**src/spcd_pkg.sv**
```systemverilog
package spcd_pkg;

  // ----------------------------------------------------------------
  // Timing
  // ----------------------------------------------------------------
  localparam int CLK_PERIOD_NS = 8;
  localparam int DRT_TIME_US = 18000;
  // Nominal delay, rounded down to whole clock cycles
  localparam int DRT_CYCLES_DFLT = (DRT_TIME_US * 1000) / CLK_PERIOD_NS;
  localparam int WDT_RC_DIV_DFLT = 32;
  localparam int WDT_BASE_TICKS_DFLT = 256;

  // ----------------------------------------------------------------
  // Shared counter and option word
  // ----------------------------------------------------------------
  localparam int PRESC_W = 8;
  localparam logic [7:0] PRESC_ZERO = 8'h00;
  localparam logic [7:0] TMR_MASK_FULL = 8'hFF;
  localparam logic [7:0] WDT_MASK_FULL = 8'h7F;
  localparam logic [2:0] RATIO_MAX = 3'h7;
  localparam logic [7:0] OPT_RESET = 8'hFF;

  // ----------------------------------------------------------------
  // Configuration word and address map
  // ----------------------------------------------------------------
  localparam int CFG_W = 12;
  localparam int PADDR_W = 12;
  localparam logic [11:0] CFG_ADDR = 12'hFFF;
  localparam logic [11:0] CAL_ADDR = 12'h3FF;
  localparam logic [6:0] CP_ALL_ZERO = 7'h00;
  localparam logic [6:0] CP_ALL_ONE = 7'h7F;

  // ----------------------------------------------------------------
  // Register bus
  // ----------------------------------------------------------------
  localparam int AVS_ADDR_W = 4;
  localparam logic [3:0] REG_OPTION = 4'h0;
  localparam logic [3:0] REG_STATUS = 4'h4;
  localparam int STAT_ASSIGN = 0;
  localparam int STAT_SLEEP = 1;
  localparam int STAT_RESET = 2;
  localparam int STAT_DELAY = 3;
  localparam int STAT_WDT_ON = 4;
  localparam int STAT_CP_BAD = 5;

  // ----------------------------------------------------------------
  // Types
  // ----------------------------------------------------------------
  typedef enum logic [2:0] {
    OSC_LP_XTAL = 3'h0,
    OSC_STD_XTAL = 3'h1,
    OSC_HS_XTAL = 3'h2,
    OSC_INVALID = 3'h3,
    OSC_INT_RC_IO = 3'h4,
    OSC_INT_RC_CLOCK_OUTPUT_FUNCTION = 3'h5,
    OSC_EXT_RC_IO = 3'h6,
    OSC_EXT_RC_CLOCK_OUTPUT_FUNCTION = 3'h7
  } spcd_osc_t;

  typedef enum logic [1:0] {
    ST_HOLD = 2'h0,
    ST_DELAY = 2'h1,
    ST_RUN = 2'h2
  } spcd_rst_t;

  // Layout follows configuration bits 11..0
  typedef struct packed {
    logic [5:0] cp_hi;
    logic master_clear_input_en;
    logic cp_lo;
    logic wdt_en;
    spcd_osc_t osc;
  } spcd_cfg_t;

  // Layout follows option bits 7..0
  typedef struct packed {
    logic [1:0] wake_pull;
    logic src_pin;
    logic src_fall;
    logic assign_wdt;
    logic [2:0] ratio;
  } spcd_opt_t;

endpackage

```
**src/spcd_top.sv**
```systemverilog
`timescale 1ns/1ps

// Behaviour
// [RL1] One 8-bit counter, timer or watchdog, never both
// [RL2] Option bits 3:0 choose owner and ratio
// [RL3] Timer register write clears counter when timer-owned
// [RL4] Watchdog clear clears counter and watchdog count; code clears the counter only when watchdog-owned
// [RL5] Counter value never readable nor writable
// [RL6] Any device reset leaves counter all zeros
// [RL7] Owner may change any time while running
// [RL8] Software sequence for timer-to-watchdog handover
// [RL9] Software sequence for watchdog-to-timer handover
// [RL10] Watchdog off only by fuse, own RC clock
// [RL11] Startup delay every reset crystal, power-up RC
// [RL12] Sleep ends on pin change or watchdog timeout
// [RL13] Twelve-bit configuration word with five fields
// [RL14] Bit 5 picks reset pin or digital I/O
// [RL15] Bit 3 enables the watchdog
// [RL16] Oscillator field decodes to eight documented modes
// [RL17] Programmer writes all protection bits equal
// [RL18] Configuration at 0FFFh, hidden from running code
// [RL19] Location 03FFh never code protected
// [RL20] Crystal modes accept external clock on input
// [RL21] Timer-owned counter divides 1:2 up to 1:256
// [RL22] Power-of-two ratios per owner from field
module spcd_top #(
  parameter int DRT_CYCLES = spcd_pkg::DRT_CYCLES_DFLT,
  parameter int WDT_RC_DIV = spcd_pkg::WDT_RC_DIV_DFLT,
  parameter int WDT_BASE_TICKS = spcd_pkg::WDT_BASE_TICKS_DFLT,
  parameter int WDT_CNT_W = 8
) (
  input wire logic CORE_CLK,
  input wire logic RESET_N,
  input wire logic [spcd_pkg::AVS_ADDR_W-1:0] AVS_ADDRESS,
  input wire logic AVS_READ,
  input wire logic AVS_WRITE,
  input wire logic [31:0] AVS_WRITEDATA,
  input wire logic [3:0] AVS_BYTEENABLE,
  output logic [31:0] AVS_READDATA,
  output logic AVS_WAITREQUEST,
  input wire logic [spcd_pkg::CFG_W-1:0] CONFIG_WORD,
  input wire logic INSTR_TICK,
  input wire logic TIMER_PIN,
  input wire logic TIMER_COUNT_WRITE,
  input wire logic WATCHDOG_CLEAR_INSTR,
  input wire logic SLEEP_ENTER,
  input wire logic PIN_CHANGE,
  input wire logic MASTER_CLEAR_N_PIN,
  input wire logic [spcd_pkg::PADDR_W-1:0] USER_ADDR,
  input wire logic [spcd_pkg::PADDR_W-1:0] PROG_ADDR,
  output logic TIMER_INC,
  output logic WDT_TIMEOUT,
  output logic CHIP_RESET_N,
  output logic SLEEPING,
  output logic WAKE,
  output spcd_pkg::spcd_osc_t OSC_MODE,
  output logic OSC_SELECT_INVALID,
  output logic CLOCK_OUTPUT_EN,
  output logic CRYSTAL_MODE,
  output logic RESET_PIN_IO,
  output logic WDT_ACTIVE,
  output logic USER_ADDR_OK,
  output logic PROG_READ_OK
);

  localparam int DRT_W = $clog2(DRT_CYCLES + 1);
  localparam int RC_W = $clog2(WDT_RC_DIV + 1);

  // ----------------------------------------------------------------
  // Declarations
  // ----------------------------------------------------------------
  spcd_pkg::spcd_cfg_t cfg_r;
  spcd_pkg::spcd_opt_t opt_r;
  spcd_pkg::spcd_rst_t state_r;
  logic [spcd_pkg::PRESC_W-1:0] presc_r;
  logic [spcd_pkg::PRESC_W-1:0] presc_mask;
  logic [WDT_CNT_W-1:0] wdt_cnt_r;
  logic [RC_W-1:0] rc_div_r;
  logic [DRT_W-1:0] drt_cnt_r;
  logic por_r;
  logic ack_r;
  logic sleep_r;
  logic wake_r;
  logic tinc_r;
  logic wto_r;
  logic pin_prev_r;
  logic user_ok_r;
  logic prog_ok_r;
  logic [31:0] rdata_r;
  logic run;
  logic crystal;
  logic master_clear_input_active;
  logic rc_tick;
  logic wdt_on;
  logic wdt_ovf;
  logic wdt_evt;
  logic timer_src;
  logic presc_evt;
  logic presc_tc;
  logic presc_clr;
  logic cp_on;
  logic cp_bad;
  logic bus_req;
  logic [31:0] status_word;

  // ----------------------------------------------------------------
  // Configuration decode
  // ----------------------------------------------------------------
  // Fuses are sampled every cycle; a change while running takes effect one cycle later
  always_ff @(posedge CORE_CLK or negedge RESET_N) begin
    if (!RESET_N) begin
      cfg_r <= '0;
    end else begin
      cfg_r <= spcd_pkg::spcd_cfg_t'(CONFIG_WORD); // RL13
    end
  end

  assign OSC_MODE = cfg_r.osc; // RL16
  assign OSC_SELECT_INVALID = (cfg_r.osc == spcd_pkg::OSC_INVALID); // RL16
  assign CLOCK_OUTPUT_EN = (cfg_r.osc == spcd_pkg::OSC_INT_RC_CLOCK_OUTPUT_FUNCTION) ||
                           (cfg_r.osc == spcd_pkg::OSC_EXT_RC_CLOCK_OUTPUT_FUNCTION); // RL16
  assign crystal = (cfg_r.osc == spcd_pkg::OSC_LP_XTAL) ||
                   (cfg_r.osc == spcd_pkg::OSC_STD_XTAL) ||
                   (cfg_r.osc == spcd_pkg::OSC_HS_XTAL); // RL16
  // Clock input may come from a crystal or an external source alike
  assign CRYSTAL_MODE = crystal; // RL20
  assign RESET_PIN_IO = !cfg_r.master_clear_input_en; // RL14
  // Disabled pin function reads as an inactive reset input
  assign master_clear_input_active = cfg_r.master_clear_input_en && !MASTER_CLEAR_N_PIN; // RL14
  assign cp_on = ({cfg_r.cp_hi, cfg_r.cp_lo} == spcd_pkg::CP_ALL_ZERO);
  // Mixed protection bits are flagged; the programmer must avoid them
  assign cp_bad = !cp_on && ({cfg_r.cp_hi, cfg_r.cp_lo} != spcd_pkg::CP_ALL_ONE); // RL17

  always_ff @(posedge CORE_CLK or negedge RESET_N) begin
    if (!RESET_N) begin
      user_ok_r <= 1'b0;
      prog_ok_r <= 1'b0;
    end else begin
      user_ok_r <= (USER_ADDR != spcd_pkg::CFG_ADDR); // RL18
      prog_ok_r <= !cp_on || (PROG_ADDR == spcd_pkg::CAL_ADDR); // RL19
    end
  end

  assign USER_ADDR_OK = user_ok_r;
  assign PROG_READ_OK = prog_ok_r;

  // ----------------------------------------------------------------
  // Reset sequencing and startup delay
  // ----------------------------------------------------------------
  assign run = (state_r == spcd_pkg::ST_RUN);

  always_ff @(posedge CORE_CLK or negedge RESET_N) begin
    if (!RESET_N) begin
      state_r <= spcd_pkg::ST_HOLD;
      por_r <= 1'b1;
      drt_cnt_r <= '0;
    end else begin
      case (state_r)
        spcd_pkg::ST_HOLD: begin
          drt_cnt_r <= '0;
          if (!master_clear_input_active) begin
            // RC modes skip the delay once power-up is behind them
            if (por_r || crystal) begin
              state_r <= spcd_pkg::ST_DELAY; // RL11
            end else begin
              state_r <= spcd_pkg::ST_RUN; // RL11
            end
          end
        end
        spcd_pkg::ST_DELAY: begin
          if (master_clear_input_active) begin
            state_r <= spcd_pkg::ST_HOLD;
          end else if (drt_cnt_r == DRT_W'(DRT_CYCLES - 1)) begin
            state_r <= spcd_pkg::ST_RUN; // RL11
            por_r <= 1'b0;
          end else begin
            drt_cnt_r <= drt_cnt_r + 1'b1;
          end
        end
        spcd_pkg::ST_RUN: begin
          // A timeout while awake is a device reset, asleep it is a wake
          if (master_clear_input_active || (wdt_evt && !sleep_r)) begin
            state_r <= spcd_pkg::ST_HOLD;
          end
        end
        default: begin
          state_r <= spcd_pkg::ST_HOLD;
        end
      endcase
    end
  end

  assign CHIP_RESET_N = run;

  // ----------------------------------------------------------------
  // Option register and bus slave
  // ----------------------------------------------------------------
  // One wait state: read data is set up while waitrequest is high
  assign bus_req = AVS_READ || AVS_WRITE;
  assign AVS_WAITREQUEST = bus_req && !ack_r;

  always_ff @(posedge CORE_CLK or negedge RESET_N) begin
    if (!RESET_N) begin
      ack_r <= 1'b0;
    end else begin
      ack_r <= bus_req && !ack_r;
    end
  end

  always_ff @(posedge CORE_CLK or negedge RESET_N) begin
    if (!RESET_N) begin
      opt_r <= spcd_pkg::OPT_RESET;
    end else if (!run) begin
      opt_r <= spcd_pkg::OPT_RESET;
    end else if (AVS_WRITE && ack_r && AVS_BYTEENABLE[0] &&
                 AVS_ADDRESS == spcd_pkg::REG_OPTION) begin
      opt_r <= spcd_pkg::spcd_opt_t'(AVS_WRITEDATA[7:0]); // RL2 RL7
    end
  end

  always_comb begin
    status_word = '0;
    status_word[spcd_pkg::STAT_ASSIGN] = opt_r.assign_wdt;
    status_word[spcd_pkg::STAT_SLEEP] = sleep_r;
    status_word[spcd_pkg::STAT_RESET] = !run;
    status_word[spcd_pkg::STAT_DELAY] = (state_r == spcd_pkg::ST_DELAY);
    status_word[spcd_pkg::STAT_WDT_ON] = wdt_on;
    status_word[spcd_pkg::STAT_CP_BAD] = cp_bad;
  end

  // The shared counter itself has no address at all
  always_ff @(posedge CORE_CLK or negedge RESET_N) begin
    if (!RESET_N) begin
      rdata_r <= '0;
    end else if (AVS_READ && !ack_r) begin
      case (AVS_ADDRESS)
        spcd_pkg::REG_OPTION: rdata_r <= {24'h000000, opt_r};
        spcd_pkg::REG_STATUS: rdata_r <= status_word; // RL5
        default: rdata_r <= '0;
      endcase
    end
  end

  assign AVS_READDATA = rdata_r;

  // ----------------------------------------------------------------
  // Watchdog on its own RC rate
  // ----------------------------------------------------------------
  // The RC oscillator is modelled as an enable from a divider
  always_ff @(posedge CORE_CLK or negedge RESET_N) begin
    if (!RESET_N) begin
      rc_div_r <= '0;
    end else if (rc_div_r == RC_W'(WDT_RC_DIV - 1)) begin
      rc_div_r <= '0;
    end else begin
      rc_div_r <= rc_div_r + 1'b1;
    end
  end

  assign rc_tick = (rc_div_r == RC_W'(WDT_RC_DIV - 1)); // RL10
  assign wdt_on = cfg_r.wdt_en && run; // RL10 RL15
  assign wdt_ovf = rc_tick && wdt_on && (wdt_cnt_r == WDT_CNT_W'(WDT_BASE_TICKS - 1));
  assign WDT_ACTIVE = wdt_on;

  always_ff @(posedge CORE_CLK or negedge RESET_N) begin
    if (!RESET_N) begin
      wdt_cnt_r <= '0;
    end else if (!wdt_on || WATCHDOG_CLEAR_INSTR || wdt_ovf) begin
      wdt_cnt_r <= '0; // RL4
    end else if (rc_tick) begin
      wdt_cnt_r <= wdt_cnt_r + 1'b1;
    end
  end

  // ----------------------------------------------------------------
  // Shared counter
  // ----------------------------------------------------------------
  always_ff @(posedge CORE_CLK or negedge RESET_N) begin
    if (!RESET_N) begin
      pin_prev_r <= 1'b0;
    end else begin
      pin_prev_r <= TIMER_PIN;
    end
  end

  assign timer_src = opt_r.src_pin ?
                     (opt_r.src_fall ? (pin_prev_r && !TIMER_PIN) : (!pin_prev_r && TIMER_PIN)) :
                     INSTR_TICK;
  // Only the owner feeds the counter; the other unit bypasses it
  assign presc_evt = opt_r.assign_wdt ? wdt_ovf : timer_src; // RL1 RL2
  assign presc_mask = opt_r.assign_wdt ?
                      (spcd_pkg::WDT_MASK_FULL >> (spcd_pkg::RATIO_MAX - opt_r.ratio)) :
                      (spcd_pkg::TMR_MASK_FULL >> (spcd_pkg::RATIO_MAX - opt_r.ratio)); // RL22 RL21
  assign presc_tc = ((presc_r & presc_mask) == presc_mask);
  assign presc_clr = opt_r.assign_wdt ? WATCHDOG_CLEAR_INSTR : TIMER_COUNT_WRITE; // RL3 RL4
  assign wdt_evt = wdt_ovf && (!opt_r.assign_wdt || presc_tc);

  always_ff @(posedge CORE_CLK or negedge RESET_N) begin
    if (!RESET_N) begin
      presc_r <= spcd_pkg::PRESC_ZERO; // RL6
    end else if (!run) begin
      presc_r <= spcd_pkg::PRESC_ZERO; // RL6
    end else if (presc_clr) begin
      presc_r <= spcd_pkg::PRESC_ZERO; // RL3 RL4
    end else if (presc_evt) begin
      presc_r <= presc_r + 1'b1;
    end
  end

  always_ff @(posedge CORE_CLK or negedge RESET_N) begin
    if (!RESET_N) begin
      tinc_r <= 1'b0;
      wto_r <= 1'b0;
    end else begin
      tinc_r <= run && timer_src && (opt_r.assign_wdt || presc_tc); // RL1 RL21
      wto_r <= wdt_evt;
    end
  end

  assign TIMER_INC = tinc_r;
  assign WDT_TIMEOUT = wto_r;

  // ----------------------------------------------------------------
  // Sleep and wake
  // ----------------------------------------------------------------
  always_ff @(posedge CORE_CLK or negedge RESET_N) begin
    if (!RESET_N) begin
      sleep_r <= 1'b0;
      wake_r <= 1'b0;
    end else if (!run) begin
      sleep_r <= 1'b0;
      wake_r <= 1'b0;
    end else if (sleep_r && (PIN_CHANGE || wdt_evt)) begin
      sleep_r <= 1'b0; // RL12
      wake_r <= 1'b1;
    end else begin
      sleep_r <= sleep_r || SLEEP_ENTER;
      wake_r <= 1'b0;
    end
  end

  assign SLEEPING = sleep_r;
  assign WAKE = wake_r;
endmodule // spcd_top

```
**config.mk**
```make
export PLATFORM = sky130hd
export DESIGN_NAME = spcd_top
export DESIGN_NICKNAME = d
export VERILOG_FILES = /design/src/spcd_pkg.sv /design/src/spcd_top.sv
export SDC_FILE = /design/constraint.sdc
export NUM_CORES = 1
export LEC_CHECK = 0
export BUFFER_PORTS_ARGS = -buffer_cell sky130_fd_sc_hd__buf_2
export CAP_MARGIN = 20
export CORE_ASPECT_RATIO = 1.75
export CORE_MARGIN = 3
export CORE_UTILIZATION = 35
export DETAILED_ROUTE_END_ITERATION = 6
export PLACE_DENSITY = 0.62
export SLEW_MARGIN = 0
export SYNTH_ARGS = -nofsm -noshare
export SYNTH_HDL_FRONTEND = slang
export SYNTH_SLANG_ARGS = --single-unit
```
**constraint.sdc**
```tcl
create_clock -name CORE_CLK -period 2.2 [get_ports CORE_CLK]
set_clock_uncertainty 0.15 [all_clocks]
set_input_delay 0.44 -clock CORE_CLK [delete_from_list [all_inputs] [get_ports CORE_CLK]]
set_output_delay 0.44 -clock CORE_CLK [all_outputs]
set_load 0.02 [all_outputs]
```
==> results.md, run 1 <==
- Status: finished clean
- Final Hold Viols: 0
- Detailed-route DRC error count: 0
- Post-synthesis area per instance: 9.96 sq um
- Port bufs: 83
- Met1 GRT Util: 0.169
- Sequential share of power: 0.422
- Skew-Pair Late Insertion Delay: around 340 ps
- Setup TNS: 0 ps
- Final ANT Viol Nets: 0
- Row count: 51
- Clock power frac: 0.389
- VDD IR max: 0.439 mV
- Ys async rst share: 1.00
- Die height: 149 um
- GRT busiest layer: met2
- Initial antenna violation count: 0
- Fraction of layout cells with a size suffix above 1: 0.285
- Largest net degree at the start of global routing: 36
- Data arrival time of the worst path: between 2000 and 2500 ps
- Sequential element share of the synthesized area: 0.512
- Crit path top cell by count: buf_4
- Main synth FF type: dfrtp_1
- First-pass GRT wire length: 15.1 mm
- Total wire length: 9.14 mm
- Avg Vias per Cell: 5.04
- Post-route minimum period: 2150 ps
- Die W: 87.6 um
- All-Layer GR Usage: 0.149
- Max H-tree Level: 3
- Io pins: 135
- Commonest non-fill, non-tap cell in the layout: buf_2
- Worst hold path cell count: 1
- Total CTS buffers: 9
- CP peak stage delay: 540 ps
- Final Total Pwr: 3.94 mW
- Layout Cells excl Fill: ~650
- CTS tree: done
- CP max stage cell: dfstp_2
- Worst Hold End: cfg_r[9]$_DFF_PN0_
- Finished Cell Area: 5050 sq um
- Root Buffer: clkbuf_16
- M3 GR Usage: 0.0381
- Post-synth EDFFs: 0
- Peak fanout along the critical path: 3
- Critical path class: flop to flop
- Hold Startpoint: CONFIG_WORD[9]
- Critical Path RT: 2260 ps
- Gpl congestion: 0.800
- Starting Density: 0.363
- R2R setup slack: 50 ps
- PwrDens: about 780 nW/um^2
- Synth warn: 0
- Vias in the first global route: ~3,200
- Reg2reg path depth: 8
- Reg-to-reg endpoint: WAKE$_DFF_PN0_
- Crit. End Element: flop
- HPWL Detailed: about 7.1 mm
- Post-Syn Instances: 409
- Worst slew margin: 0.646
- Worst-Margin Slew: approximately 530 ps
- Setup crit start kind: flop
- Crit share post-route: 0.975
- Wire per inst: roughly 14 um
- Critical Path Start: opt_r[0]$_DFFE_PN1P_
- Number of iterations in the first detailed-routing pass: 4
- Internal power: 2.79 mW
- Synth cell types: 52
- Combinational share of power: 0.189
- LEAKAGE: roughly 2.4 nW
- Most frequent cells in the layout: buf_2, dfrtp_1, nand2_1
- CP cell instances: buf_4 -> nand2b_1 -> a211oi_1 -> a2bb2oi_1 -> o41ai_2 -> buf_4 -> and2_1 -> o211a_1
- Flops & latches, synth: a little over 80
- CTS Sinks: 83
- Diodes inserted: 0
- RR Startpoint: opt_r[0]$_DFFE_PN1P_
- Cell area after synthesis: 4080 sq um
- Postcts setup bufs: 0
- Final setup viols: 0
- Die area: 13,000 sq um
- Pins Over Slew Limit: 0
- Total core area: 11,200 sq um
- Sw Share: 0.291
- Max-cap violations: 0
- Final core utilization: 0.450
- F_max: between 400 and 500 MHz
- P_sw: between 1 and 1.5 mW
- Grt met2 use: 0.257
- Placed inst area: about 4700 sq um
- Worst hold path type: input port to flop
- Placed Instances: ~630
- Drt initial violations: 135
- Fillers: around 1,100
- Synthesis-to-layout area growth: 24.0%
- Final net count: 605
- Via Count: 3,284
- Clk buf depth: 2
- Worst-path clk slew: ~60 ps
- Total gr overflow: 0
cells by family (layout without fill, tap and decap cells):
kind of cell,count (synthesis),in the layout,share of synthesized area
other cells,1,24,0.000920
buf+inv,45,132,0.0712
fa+ha+maj,6,6,0.0172
compound gates,58,58,0.0918
simple gates,184,184,0.237
flops,83,83,0.512
mux,3,3,0.00737
xor+xnor,29,29,0.0623
sequential cells by signal (all words and copies together) (netlist names):
register      count
pin_prev_r        1
PROG_READ_OK      1
drt_cnt_r        22
rc_div_r          6
OSC_MODE          3
WAKE              1
WDT_TIMEOUT       1
opt_r             8
AVS_READDATA      8
SLEEPING          1
cfg_r             9
por_r             1
wdt_cnt_r         8
TIMER_INC         1
USER_ADDR_OK      1
presc_r           8
ack_r             1
state_r           2
per-stage QoR:
step | hold WS, ps | setup WS [ps]
floorplan | -5.59 | 238
global placement | 234 | -15.1
detailed placement | 242 | -87.4
CTS | 39.6 | 42.7
global route | 36.6 | -22.1
finish | 52.4 | 54.6
worst max-delay path, delay by kind of cell, from the launching register on:
family                 cells  cell delay (ps)
AND/OR/NAND/NOR            2              220
AO/OA/AOI/OAI              4              860
buffers and inverters      2              250
flip-flops                 1              540
how the worst max path moves through the flow:
| stage | end | slack (ps) |
|---|---|---|
| after floorplan | presc_r[4]$_DFFE_PN0P_ | 240 |
| after global placement | presc_r[2]$_DFFE_PN0P_ | -20 |
| after detailed placement | presc_r[7]$_DFFE_PN0P_ | -90 |
| after CTS | drt_cnt_r[11]$_DFFE_PN0P_ | 40 |
| after global routing | state_r[1]$_DFFE_PN0P_ | -20 |
| final | WAKE$_DFF_PN0_ | 50 |
routing by layer:
layer	wire, um	part of all wire
met4	210	0.023
met2	4820	0.53
met5	0	0
met3	517	0.057
met1	3600	0.39
Yosys cell counts (4+ instances only):
cell | n | area, sq um
xnor2_1 | 8 | 70.1
buf_4 | 27 | 203
nand4b_1 | 4 | 35.0
a22oi_1 | 6 | 45.0
nor2_1 | 43 | 161
and3_1 | 10 | 62.6
inv_1 | 7 | 26.3
a311oi_1 | 4 | 35.0
nand3_1 | 17 | 85.1
o21ai_0 | 18 | 90.1
nor4b_1 | 4 | 35.0
or3_1 | 9 | 56.3
dfrtp_1 | 74 | 1850
dfstp_2 | 9 | 236
nand2_1 | 49 | 184
nand4_1 | 16 | 100
a21oi_1 | 12 | 60.1
xor2_1 | 21 | 184
nor2b_1 | 4 | 25.0
clkbuf_1 | 7 | 26.3
nor3_1 | 6 | 30.0
ha_1 | 4 | 50.1
cell type report:
class	instances	area (sq um)	area share
clock inverters	4	50.0	0.00990
multi-input cells	304	1830	0.363
clock buffers	12	256	0.0508
well taps	132	165	0.0327
repair buffers	109	633	0.125
flip-flops and latches	83	2090	0.413
inverters	7	26.3	0.00520
what timing repair did:
item	CTS	global route
endpoints found under the setup margin	2	16
hold endpoints to repair	26	0
hold buffers	1	0
resized for setup	1	10
power by group through the flow:
stage	Sequential [mW]	Combinational (mW)	Clock, mW
2_1_floorplan	1.71	0.404	0
4_1_cts	1.66	0.733	1.57
6_report	1.66	0.742	1.53
3_3_place_gp	1.68	0.721	0
3_5_place_dp	1.69	0.728	0
5_1_grt	1.67	0.822	1.63
Power figures use the tool's default switching activity.
==> run 2, diff against run 1 <==
==> constraint.sdc (replaced) <==
create_clock -name CORE_CLK -period 2.2 [get_ports CORE_CLK]
set_clock_uncertainty 0.15 [all_clocks]
set_input_delay 0.44 -clock CORE_CLK [delete_from_list [all_inputs] [get_ports CORE_CLK]]
set_output_delay 0.44 -clock CORE_CLK [all_outputs]
set_load 0.005 [all_outputs]
==> run 2 against run 1 <==
Effect of this change:
- non-clock buffer count decreased by 1
- fmax is 2.3% higher
- die area unchanged
- core utilization down 0.17 points
- flip-flop and latch count unchanged
- sequential share of layout area up 0.15 points
- wire length increased by 1.8%
- worst hold slack improved by 7.4 ps
- largest power group unchanged
- critical path type is now flop to output pin
- combinational power decreased by 12%
==> results.md, run 2 (same netlist as run 1, synthesis figures left out) <==
- Final ANT Viol Nets: 0
- Placed Instances: 633
- PwrDens: 754 nW/um^2
- Storage element area: 2090 sq um
- Total wire length: 9.31 mm
- Fillers: 1,085
- Wire per inst: 14.3 um
- Critical path class: flop to output pin
- First-pass GRT wire length: 15.2 mm
- Root Buffer: clkbuf_16
- Gpl congestion: 0.791
- Clk buf depth: 2
- Diodes inserted: 0
- Largest net degree at the start of global routing: 36
- Multi-input logic area: 1840 sq um
- Total CTS buffers: 9
- Final net count: 604
- Fraction of layout cells with a size suffix above 1: 0.282
- Max-cap violations: 0
- Data arrival time of the worst path: around 1500 ps
- Pins Over Slew Limit: 0
- VDD IR max: approximately 0.45 mV
- Reg with most FFs: drt_cnt_r
- Crit share post-route: 0.953
- Top Registers: drt_cnt_r (22), cfg_r (9)
- Detailed-route DRC error count: 0
- Setup crit start kind: flop
- Die area: 13,000 sq um
- Final setup viols: 0
- Most frequent cells in the layout: buf_2, dfrtp_1, nand2_1
- Layout Cells excl Fill: 650
- Crit. End Element: output pin
- Worst-path clk slew: around 60 ps
- Vias in the first global route: 3,388
- Final Hold Viols: 0
- Pre-CTS WS: -52.1 ps
- Port bufs: between 80 and 90
- Total core area: 11,200 sq um
- Skew-Pair Late Insertion Delay: 330 ps
- CTS tree: done
- R2R setup slack: 110 ps
- Critical Path RT: roughly 1600 ps
- HPWL Detailed: 7.08 mm
- All-Layer GR Usage: 0.149
- Final WS setup: 103 ps
- Worst hold path type: input port to flop
- Postcts setup bufs: 0
- Peak fanout along the critical path: 9
- Row count: 51
- Drt initial violations: 128
- Number of iterations in the first detailed-routing pass: 4
- Max H-tree Level: 3
- Post-route minimum period: approximately 2100 ps
- Io pins: 135
- Status: finished clean
- Final core utilization: 0.448
- Setup TNS: 0 ps
- Avg Vias per Cell: 5.10
- Starting Density: 0.363
- Worst hold margin: between 50 and 60 ps
- Commonest non-fill, non-tap cell in the layout: buf_2
- Initial antenna violation count: 0
- Via Count: roughly 3,300
- Total gr overflow: 0
- Die height: approximately 150 um
- Die W: 87.6 um
- LEAKAGE: 2.36 nW
- Synthesis-to-layout area growth: 23.5%
- Max FFs per register: 22
- CTS Sinks: 83
- F_max: between 400 and 500 MHz
[run 2: cell types whose count changed in the layout (fill, tap and decap cells not counted), moves of 2 or more]
cell | before | now
buf_2 | 80 | 82
buf_4 | 27 | 24
clkbuf_1 | 1 | 3
clkinvlp_4 | 2 | 0
[run 2: what timing repair did]
action | CTS | global route
gates cloned | 0 | 0
hold buffers | 1 | 0
resized for setup | 2 | 9
endpoints found under the setup margin | 3 | 10
hold endpoints to repair | 25 | 0
[run 2: final cells by class]
class,count,area share
sequential,83,0.415
multi-input combinational,304,0.366
timing repair buffer,108,0.123
clock buffer,13,0.0497
tap,132,0.0328
clock inverter,3,0.00795
inverter,7,0.00522
[run 2: metal layers]
metal,vias to the layer above,global-route usage,wire length [um],part of all wire
met3,14,0.0332,446,0.048
li1,1600,-,-,-
met1,1615,0.162,3630,0.39
met4,0,0.0584,182,0.020
met5,-,0,0,0
met2,89,0.274,5050,0.54
[run 2: power by group]
part,switching (mW),total (mW),internal [mW]
Clock,0.572,1.48,0.908
Sequential,0.0644,1.66,1.60
Combinational,0.411,0.652,0.241
Total,1.05,3.80,2.75
[run 2: path summary, 6_finish.rpt]
kind	start	end	depth (start not counted)
max	state_r[0]$_DFFE_PN0P_	WDT_ACTIVE	6
min	CONFIG_WORD[10]	cfg_r[10]$_DFF_PN0_	1
max reg2reg	opt_r[3]$_DFFE_PN1P_	state_r[1]$_DFFE_PN0P_	6
min reg2reg	por_r$_DFFE_PN1P_	por_r$_DFFE_PN1P_	1
max in group asynchronous	RESET_N	presc_r[2]$_DFFE_PN0P_	3
min in group asynchronous	RESET_N	drt_cnt_r[8]$_DFFE_PN0P_	2
[run 2: critical path, cell delays in order, from the launching register on]
cell      delay [ps]
dfrtp_1          380
buf_4            170
nand2b_1         170
inv_2            120
nand2_1          100
inv_1            110
buf_2            120
[run 2: per-stage QoR]
stage | cell area [sq um] | power, mW
after global routing | 5030 | 3.98
final | 5030 | 3.80
after detailed placement | 4670 | 2.34
after CTS | 4990 | 3.83
after floorplan | 4160 | 2.02
after global placement | 4670 | 2.33
==> run 3, diff against run 2 <==
==> constraint.sdc (replaced) <==
create_clock -name CORE_CLK -period 2 [get_ports CORE_CLK]
set_clock_uncertainty 0.15 [all_clocks]
set_input_delay 0.4 -clock CORE_CLK [delete_from_list [all_inputs] [get_ports CORE_CLK]]
set_output_delay 0.4 -clock CORE_CLK [all_outputs]
set_load 0.005 [all_outputs]
==> run 3 against run 2 <==
Effect of this change:
- count of clock-buffer cells in the layout fell by 3
- non-clock buffer count increased by 29
- global-route usage rose by 0.68 points
- combinational power up 17%
- final area rose by 6.8%
- sequential share of layout area is 2.6 points lower
- via count increased by 1.8%
- die area did not move
- cell count grew 4.5%
- largest power group unchanged
- highest routed layer unchanged
==> results.md, run 3 (same netlist as run 1, synthesis figures left out) <==
- All-Layer GR Usage: 0.156
- Peak fanout along the critical path: 4
- Pre-CTS WS: -189 ps
- CTS tree: done
- Sw Share: 0.285
- Met1 GRT Util: 0.180
- HPWL Detailed: 7.34 mm
- Starting Density: 0.363
- LEAKAGE: ~2.6 nW
- Final WS setup: 31.6 ps
- RSZ-0062 raised after global routing: yes
- Number of iterations in the first detailed-routing pass: 5
- Detailed-route DRC error count: 0
- Total wire length: 9.65 mm
- Wire per inst: 14.2 um
- Internal power: 3.04 mW
- Worst slew margin: 0.661
- Clock power frac: 0.386
- Final net count: 633
- Grt met2 use: 0.275
- RR Startpoint: drt_cnt_r[0]$_DFFE_PN0P_
- Initial antenna violation count: 0
- Placed inst area: 4850 sq um
- Skew-Pair Late Insertion Delay: 340 ps
- Max-cap violations: 0
- Most frequent cells in the layout: buf_2, dfrtp_1, buf_4
- Critical path class: flop to flop
- CTS Sinks: 83
- Drt initial violations: 137
- Final ANT Viol Nets: 0
- Worst hold path type: input port to flop
- Total core area: 11,200 sq um
- Max FFs per register: 22
- Root Buffer: clkbuf_16
- VDD IR max: around 0.6 mV
- F_max: between 500 and 600 MHz
- Die area: between 10,000 and 15,000 sq um
- Data arrival time of the worst path: 2040 ps
- PwrDens: roughly 790 nW/um^2
- Worst-path clk slew: 60 ps
- Reg with most FFs: drt_cnt_r
- Largest net degree at the start of global routing: 38
- Commonest non-fill, non-tap cell in the layout: buf_2
- Worst-Margin Slew: between 500 and 600 ps
- Combinational share of power: 0.179
- Placed Instances: 658
- Critical Path Start: drt_cnt_r[0]$_DFFE_PN0P_
- Setup crit start kind: flop
- Synthesis-to-layout area growth: 32.0%
- Final setup viols: 0
- Pins Over Slew Limit: 0
- Final Hold Viols: 0
- P_sw: about 1.2 mW
- Port bufs: 83
- Finished Cell Area: 5380 sq um
- Post-route minimum period: between 1500 and 2000 ps
- Diodes inserted: 0
- First-pass GRT wire length: 16.0 mm
- Io pins: 135
- GRT busiest layer: met2
- Layout Cells excl Fill: approximately 680
- Die height: 149 um
- Crit. End Element: flop
- M3 GR Usage: 0.0376
- Status: finished clean
- Gpl congestion: just over 0.8
- Max H-tree Level: 3
- Die W: 87.6 um
- Critical Path RT: 2070 ps
- Setup TNS: 0 ps
- Total CTS buffers: 9
- Sequential share of power: 0.435
- Vias in the first global route: 3,388
- Crit share post-route: 0.984
- Row count: 51
- Fraction of layout cells with a size suffix above 1: 0.362
- Total gr overflow: 0
- Hold Startpoint: CONFIG_WORD[3]
- Avg Vias per Cell: ~5.0
- Via Count: 3,379
- Clk buf depth: 2
- Top Registers: drt_cnt_r (22), cfg_r (9)
## run 3: cell count changes in the layout (fill, tap and decap cells not counted), moves of 3 or more
cell,delta
and3_1,-3
o21ai_1,+3
o21ai_0,-3
clkinvlp_4,+3
a21oi_1,-3
buf_4,+26
buf_6,+4
a21oi_2,+3
## run 3: worst paths after layout
| kind | cells after the start | endpoint | slack, ps |
|---|---|---|---|
| max reg2reg | 7 | drt_cnt_r[8]$_DFFE_PN0P_ | 30 |
| min in group asynchronous | 2 | drt_cnt_r[13]$_DFFE_PN0P_ | 420 |
| max | 7 | drt_cnt_r[8]$_DFFE_PN0P_ | 30 |
| min | 1 | cfg_r[3]$_DFF_PN0_ | 10 |
| min reg2reg | 1 | por_r$_DFFE_PN1P_ | 310 |
| max in group asynchronous | 3 | opt_r[0]$_DFFE_PN1P_ | 660 |
## run 3: power by group through the flow
stage,logic [mW],registers (mW),clock network [mW]
finish,0.762,1.85,1.64
global route,0.856,1.86,1.73
CTS,0.730,1.84,1.69
detailed placement,0.703,1.87,0
global placement,0.691,1.87,0
floorplan,0.380,1.85,0
## run 3: cell type report
cell class	count	area, sq um
fill	1023	5850
sequential	83	2090
multi-input combinational	304	1960
timing repair buffer	137	841
clock buffer	10	229
tap	132	165
clock inverter	6	66.3
inverter	7	26.3
## run 3: critical path: stages, from the launching register on
cell and delay (ps):
dfrtp_1 380, ha_2 210, and3_1 210, nand4_1 160, o31ai_2 360, nor2b_1 130, a31oi_1 190, a211oi_1 60
## run 3: stage by stage
stage / hold slack, ps / power (mW) / util
final: 12.0 / 4.26 / 0.479
after global routing: 3.10 / 4.45 / 0.479
after CTS: 0.624 / 4.26 / 0.467
after detailed placement: 255 / 2.58 / 0.432
after global placement: 255 / 2.56 / 0.432
after floorplan: -45.6 / 2.23 / -
## run 3: repair_timing
item                                    4_1_cts  5_1_grt
endpoints found under the hold margin        28        0
endpoints found under the setup margin       21       35
hold buffers                                  1        0
pin swaps                                     6        9
buffers inserted                              2        3
resized for setup                            18       26
## run 3: metal layers
| layer | vias up | routed length [um] |
|---|---|---|
| met1 | 1629 | 3750 |
| li1 | 1655 | - |
| met5 | - | 0 |
| met3 | 10 | 496 |
| met4 | 0 | 136 |
| met2 | 85 | 5270 |
